File: src/hw/ihsld_pkg.sv
// Shared constants for the inkjet head shift, latch and heater drive block
package ihsld_pkg;
	localparam int HEAD_N = 3;
	localparam int SHIFT_W = 8;
	localparam int BLOCK_N = 16;
	localparam int BLOCK_SEL_W = 4;
	localparam int NOZZLE_ROW_N = 128;
	localparam int HEATER_N = 256;
	localparam int EVEN_HEATER_LAST = 254;
	localparam int ODD_HEATER_LAST = 255;
	localparam int SYNC_W = 6 + 4 * HEAD_N;
	localparam logic [7:0] SHIFT_RST = 8'h00;
	localparam logic [7:0] LATCH_RST = 8'h00;
	localparam logic [255:0] HEATER_IDLE = {32{8'hFF}};
	localparam logic [17:0] SYNC_RST = 18'h00000;
	localparam logic KIND_BLACK = 1'b1;
	localparam int POS_XFER = 0;
	localparam int POS_LATCH = 1;
	localparam int POS_BSEL = 2;
	localparam int POS_EVEN = 6;
	localparam int POS_ODD = 6 + HEAD_N;
	localparam int POS_FIRE = 6 + 2 * HEAD_N;
	localparam int POS_SHORT = 6 + 3 * HEAD_N;
endpackage : ihsld_pkg

File: src/hw/ihsld_drive.sv
// Cartridge drive top: pin synchronisers, block decode and three heads
`timescale 1ns/1ns
module ihsld_drive
	import ihsld_pkg::*;
#(
	parameter logic KIND_IS_BLACK = KIND_BLACK
)
(
	// Clock, reset and enable
	input wire logic sys_clk,
	input wire logic reset_n,
	input wire logic clk_en,
	// Shared link pins
	input wire logic xfer_clk,
	input wire logic data_latch,
	input wire logic block_sel_0,
	input wire logic block_sel_1,
	input wire logic block_sel_2,
	input wire logic block_sel_3,
	// Head a pins
	input wire logic head_a_even_bits,
	input wire logic head_a_odd_bits,
	input wire logic head_a_firing_gate,
	input wire logic head_a_short_pulse_gate,
	// Head b pins
	input wire logic head_b_even_bits,
	input wire logic head_b_odd_bits,
	input wire logic head_b_firing_gate,
	input wire logic head_b_short_pulse_gate,
	// Head c pins
	input wire logic head_c_even_bits,
	input wire logic head_c_odd_bits,
	input wire logic head_c_firing_gate,
	input wire logic head_c_short_pulse_gate,
	// Heater lines, low energises
	output logic [HEATER_N-1:0] head_a_heater_n,
	output logic [HEATER_N-1:0] head_b_heater_n,
	output logic [HEATER_N-1:0] head_c_heater_n,
	// Kind pad, open drain
	output logic head_kind_pin_o,
	output logic head_kind_pin_oe_n
);
	logic [SYNC_W-1:0] pin_vec;
	logic [SYNC_W-1:0] sync1_r;
	logic [SYNC_W-1:0] sync2_r;
	logic xfer_prev_r;
	logic latch_prev_r;
	logic shift_pulse;
	logic latch_pulse;
	logic [BLOCK_SEL_W-1:0] block_code;
	logic [BLOCK_N-1:0] block_onehot;
	logic [HEAD_N-1:0] even_s;
	logic [HEAD_N-1:0] odd_s;
	logic [HEAD_N-1:0] fire_s;
	logic [HEAD_N-1:0] short_s;
	logic [HEAD_N-1:0] heat_on;
	logic [HEATER_N-1:0] heater_arr [HEAD_N];
	logic [7:0] shift_cnt_r;

	// Gather every pin so one synchroniser pair handles them all
	assign pin_vec[POS_XFER] = xfer_clk;
	assign pin_vec[POS_LATCH] = data_latch;
	assign pin_vec[POS_BSEL+3:POS_BSEL] = {block_sel_3, block_sel_2, block_sel_1, block_sel_0};
	assign pin_vec[POS_EVEN+2:POS_EVEN] = {head_c_even_bits, head_b_even_bits, head_a_even_bits};
	assign pin_vec[POS_ODD+2:POS_ODD] = {head_c_odd_bits, head_b_odd_bits, head_a_odd_bits};
	assign pin_vec[POS_FIRE+2:POS_FIRE] =
		{head_c_firing_gate, head_b_firing_gate, head_a_firing_gate};
	assign pin_vec[POS_SHORT+2:POS_SHORT] =
		{head_c_short_pulse_gate, head_b_short_pulse_gate, head_a_short_pulse_gate};

	// First stage feeds only the second stage
	always_ff @(posedge sys_clk)
	begin
		if (!reset_n)
			sync1_r <= SYNC_RST;
		else if (clk_en)
			sync1_r <= pin_vec;
	end

	// Data and clock share the same delay, so the bit stays aligned with its edge
	always_ff @(posedge sys_clk)
	begin
		if (!reset_n)
			sync2_r <= SYNC_RST;
		else if (clk_en)
			sync2_r <= sync1_r;
	end

	always_ff @(posedge sys_clk)
	begin
		if (!reset_n)
		begin
			xfer_prev_r <= 1'b0;
			latch_prev_r <= 1'b0;
		end
		else if (clk_en)
		begin
			xfer_prev_r <= sync2_r[POS_XFER];
			latch_prev_r <= sync2_r[POS_LATCH];
		end
	end

	// Rising edges only; the link clock must stay well below the system rate
	assign shift_pulse = sync2_r[POS_XFER] & ~xfer_prev_r;
	assign latch_pulse = sync2_r[POS_LATCH] & ~latch_prev_r;

	assign block_code = sync2_r[POS_BSEL+3:POS_BSEL];
	for (genvar b = 0; b < BLOCK_N; b++)
	begin : g_decode
		assign block_onehot[b] = (block_code == BLOCK_SEL_W'(b));
	end

	assign even_s = sync2_r[POS_EVEN+2:POS_EVEN];
	assign odd_s = sync2_r[POS_ODD+2:POS_ODD];
	assign fire_s = sync2_r[POS_FIRE+2:POS_FIRE];
	assign short_s = sync2_r[POS_SHORT+2:POS_SHORT];

	// Either gate drives; the controller sequences pre-heat then main heat
	assign heat_on = fire_s | short_s;

	for (genvar h = 0; h < HEAD_N; h++)
	begin : g_head
		ihsld_head #(
			.SW(SHIFT_W),
			.BN(BLOCK_N)
		) u_head (
			.sys_clk(sys_clk),
			.reset_n(reset_n),
			.clk_en(clk_en),
			.shift_pulse(shift_pulse),
			.latch_pulse(latch_pulse),
			.block_onehot(block_onehot),
			.even_bit(even_s[h]),
			.odd_bit(odd_s[h]),
			.heat_on(heat_on[h]),
			.heater_n(heater_arr[h])
		);
	end

	assign head_a_heater_n = heater_arr[0];
	assign head_b_heater_n = heater_arr[1];
	assign head_c_heater_n = heater_arr[2];

	// Black pad floats high on its pull-up, the others tie to ground
	assign head_kind_pin_o = 1'b0;
	assign head_kind_pin_oe_n = KIND_IS_BLACK;

	// Helper count of shifts since the last latch, read only by checks
	always_ff @(posedge sys_clk)
	begin
		if (!reset_n)
			shift_cnt_r <= 8'h00;
		else if (clk_en && latch_pulse)
			shift_cnt_r <= 8'h00;
		else if (clk_en && shift_pulse && shift_cnt_r != 8'hFF)
			shift_cnt_r <= shift_cnt_r + 8'h01;
	end
endmodule : ihsld_drive

File: src/hw/ihsld_head.sv
// One head: two 8-bit shift registers, their latches and the gated heater drive
`timescale 1ns/1ns
module ihsld_head
	import ihsld_pkg::*;
#(
	parameter int SW = SHIFT_W,
	parameter int BN = BLOCK_N
)
(
	// Clock and reset
	input wire logic sys_clk,
	input wire logic reset_n,
	input wire logic clk_en,
	// Common link strobes, already synchronised
	input wire logic shift_pulse,
	input wire logic latch_pulse,
	input wire logic [BN-1:0] block_onehot,
	// Per head data and heat gate
	input wire logic even_bit,
	input wire logic odd_bit,
	input wire logic heat_on,
	// Heater interface, low energises
	output logic [2*SW*BN-1:0] heater_n
);
	logic [SW-1:0] even_sr_r;
	logic [SW-1:0] odd_sr_r;
	logic [SW-1:0] even_lat_r;
	logic [SW-1:0] odd_lat_r;
	logic [2*SW*BN-1:0] heater_nxt;

	always_ff @(posedge sys_clk)
	begin
		if (!reset_n)
		begin
			even_sr_r <= SHIFT_RST;
			odd_sr_r <= SHIFT_RST;
		end
		else if (clk_en && shift_pulse)
		begin
			even_sr_r <= {even_sr_r[SW-2:0], even_bit};
			odd_sr_r <= {odd_sr_r[SW-2:0], odd_bit};
		end
	end

	// A latch in the same cycle as a shift takes the contents before that shift
	always_ff @(posedge sys_clk)
	begin
		if (!reset_n)
		begin
			even_lat_r <= LATCH_RST;
			odd_lat_r <= LATCH_RST;
		end
		else if (clk_en && latch_pulse)
		begin
			even_lat_r <= even_sr_r;
			odd_lat_r <= odd_sr_r;
		end
	end

	// Heater 2*(8*block+bit) is even, the next one odd, matching nozzle order
	for (genvar b = 0; b < BN; b++)
	begin : g_block
		for (genvar i = 0; i < SW; i++)
		begin : g_bit
			assign heater_nxt[2*(SW*b+i)] = ~(heat_on & block_onehot[b] & even_lat_r[i]);
			assign heater_nxt[2*(SW*b+i)+1] = ~(heat_on & block_onehot[b] & odd_lat_r[i]);
		end
	end

	always_ff @(posedge sys_clk)
	begin
		if (!reset_n)
			heater_n <= HEATER_IDLE;
		else if (clk_en)
			heater_n <= heater_nxt;
	end
endmodule : ihsld_head

File: config.mk
export PLATFORM = sky130hd
export DESIGN_NAME = ihsld_drive
export DESIGN_NICKNAME = d
export VERILOG_FILES = /design/src/hw/ihsld_pkg.sv /design/src/hw/ihsld_drive.sv /design/src/hw/ihsld_head.sv
export SDC_FILE = /design/constraint.sdc
export NUM_CORES = 2
export LEC_CHECK = 0
export ABC_AREA = 1
export BUFFER_PORTS_ARGS = -buffer_cell sky130_fd_sc_hd__buf_4
export CAP_MARGIN = 15
export CORE_UTILIZATION = 35
export DETAILED_ROUTE_END_ITERATION = 12
export GPL_TIMING_DRIVEN = 0
export REMOVE_ABC_BUFFERS = 1
export SYNTH_ARGS = -nofsm -noshare
export SYNTH_HDL_FRONTEND = slang
export SYNTH_HIERARCHICAL = 1
export SYNTH_SLANG_ARGS = --single-unit
File: constraint.sdc
create_clock -name sys_clk -period 2.92 [get_ports sys_clk]
set_input_delay 0 -clock sys_clk [delete_from_list [all_inputs] [get_ports sys_clk]]
set_output_delay 0 -clock sys_clk [all_outputs]
set_load 0.1 [all_outputs]
==> metrics <==
clock buffer count from CTS 102; H-tree Lvls 3; most common cell after layout, fill and taps aside nand2_1; TritonRoute pass-1 iters 5; via count of the first global-routing pass 31900; Tightest Pin Transition 1090 ps; Syn-to-layout area delta 25.7%; GRT Total Usage about a quarter; post-synthesis cell area 37600 um^2; combinational power share ~22%; total wire length 139 mm; Netlist cell types 13; Initial Util 35.5%; clk_skew 26.4 ps; Fill cells roughly 11000; switching power 11.8 mW; Seq cells post-synth about 900; worst path cell trace dlygate4sd3_1 > buf_8 > buf_16 > buf_16 > inv_8 > buf_16 > a21oi_1 > nand2_1; Switching Fraction 34.7%; Core ar. 106000 um^2; Final Setup Violations 0; Die Width 330 um; status completed; maximum vdd drop approximately 0.45 mV; Buffers & Inverters on Critical Path 6; maxcap violations 0; layout cells sized above 1 18.0%; sequential share of the synthesized area slightly below 50%; CP max stage cell dlygate4sd3_1; clock sinks around 900; RePlAce Congestion 0.798; Crit path largest cell delay 560 ps; commonest non-fill, non-tap cells in the layout nand2_1, dfxtp_1, buf_4; Final ANT Viol Nets 0; first-pass GRT wire length 203 mm; Rows 119; Clock Tree Buf Depth 3; gr ovfl total 0; Post-DP HPWL roughly 86 mm; initial antenna violation count 0; via count 36000; vias per inst 5.05; die area 109000 um^2; Worst slew margin 27.1%; fmax 351 MHz; ANT cells 0; largest net degree at the start of global routing 152; fin nets 5697; minimum clock period 2850 ps; Layout Utilization 44.6%; CP startpoint kind input port; final period utilization roughly 100%; max-slew violation count 0; Synth Instances 5266; DIE HEIGHT between 300 and 400 um; RSZ-0062 raised after global routing no; Setup crit end kind register; pwr/cell area 718 nW/um^2; HP Class in -> reg; pre-CTS setup slack -202 ps; Clk Latency, worst-skew pair 690 ps; P_leak 20.9 nW; crit path max fanout around 150; Arrival @ worst endpoint 3410 ps; Reg clk slew, reported paths 60 ps; 1st-iter DRT viols 3332; Synth Warn # 6; CTS tree built; Ports 791; clock power share 38.7%; Port Buf Inserts just under 800; DR WL/cell 19.5 um; CP dominant cell by count buf_16; P_int ~22 mW; setup ws final between 70 and 80 ps; Syn Area/Cell 7.13 um^2; sequential power share 39.7%; drc violations 0; delay-heaviest family, CP buffers and inverters; CP Class in -> reg; Root Buffer Master clkbuf_16; worst endpoint required time 3480 ps; Hold Fails Final Rpt 0
Yosys cell counts:
master,n,share of area [%]
nand3_1,768,10
nor2_1,286,2.9
nand2_1,1818,18
inv_2,6,0.060
dfxtp_1,902,48
buf_4,50,1.0
buf_2,335,4.5
clkbuf_1,112,1.1
conb_1,2,0.020
or2_2,3,0.050
inv_1,138,1.4
a21oi_1,768,10
buf_6,78,2.3
cell families after synthesis:
group	synth area share (%)
buffers and inverters	10.4
AO/OA/AOI/OAI	10.2
other	0.0200
AND/OR/NAND/NOR	31.3
flip-flops	48.1
worst min-delay path: stages:
cell,delay [ps]
dlygate4sd3_1,530
buf_4,100
inv_1,30
nand2_1,40
nand2_1,40
nor2_1,70
stage by stage:
stage / total power, mW / cells / setup TNS (ps) / instance area [um^2] / hold slack [ps]
global route: 35.1 / 7140 / 0 / 47200 / 149
detailed placement: 21.0 / 6927 / -1410 / 43400 / 291
CTS: 34.2 / 7134 / 0 / 47100 / 99.2
finish: 33.9 / 7140 / 0 / 47200 / 168
global placement: 21.2 / 6870 / - / 41900 / 291
floorplan: 18.9 / 4691 / -87380 / 34200 / 111
power by group through the flow:
stage	Combinational (mW)	Sequential [mW]	Clock (mW)
floorplan	1.54	17.3	0
global placement	7.48	13.7	0
detailed placement	7.25	13.7	0
CTS	7.29	13.5	13.4
global route	7.63	13.5	13.9
finish	7.32	13.5	13.1
metal layers:
metal / GRT usage, % / part of all wire [%]
met1: 30.3 / 41
met2: 38.9 / 47
met3: 4.02 / 6.1
met4: 14.2 / 6.0
met5: 0 / 0
cell type report:
type,count,area [um^2],share of cell area [%]
inverters,144,586,1.24
well taps,1391,1740,3.69
multi-input cells,3647,15800,33.4
clock inverters,25,372,0.787
repair buffers,879,7660,16.2
flip-flops and latches,902,18100,38.3
clock buffers,152,3030,6.42
flip-flops by register name (all words and copies together), names as in the netlist:
signal,cells
sync1_r,18
sync2_r,18
g_head.u_head/heater_n,768
g_head.u_head/even_sr_r,24
g_head.u_head/odd_sr_r,24
latch_prev_r,1
xfer_prev_r,1
g_head.u_head/odd_lat_r,24
g_head.u_head/even_lat_r,24
path summary, 6_finish.rpt:
| path | cells past startpoint | slack [ps] | endpoint | startpoint |
|---|---|---|---|---|
| worst max-delay path | 8 | 70 | g_head[1].u_head/heater_n[125]$_SDFFE_PN1P_ | clk_en |
| worst min-delay path | 6 | 170 | sync1_r[13]$_SDFFE_PN0P_ | head_b_firing_gate |
| worst max register to register | 8 | 300 | g_head[0].u_head/heater_n[10]$_SDFFE_PN1P_ | sync2_r[15]$_SDFFE_PN0P_ |
| worst min register to register | 2 | 460 | g_head[0].u_head/heater_n[189]$_SDFFE_PN1P_ | g_head[0].u_head/heater_n[189]$_SDFFE_PN1P_ |
timing repair:
action / 4_1_cts / 5_1_grt
buffers inserted: 0 / 1
setup endpoints to repair: 0 / 1
hold buffers: 30 / 0
endpoints found under the hold margin: 136 / 0
resized for setup: 0 / 0
(Power assumes the default switching activity.)
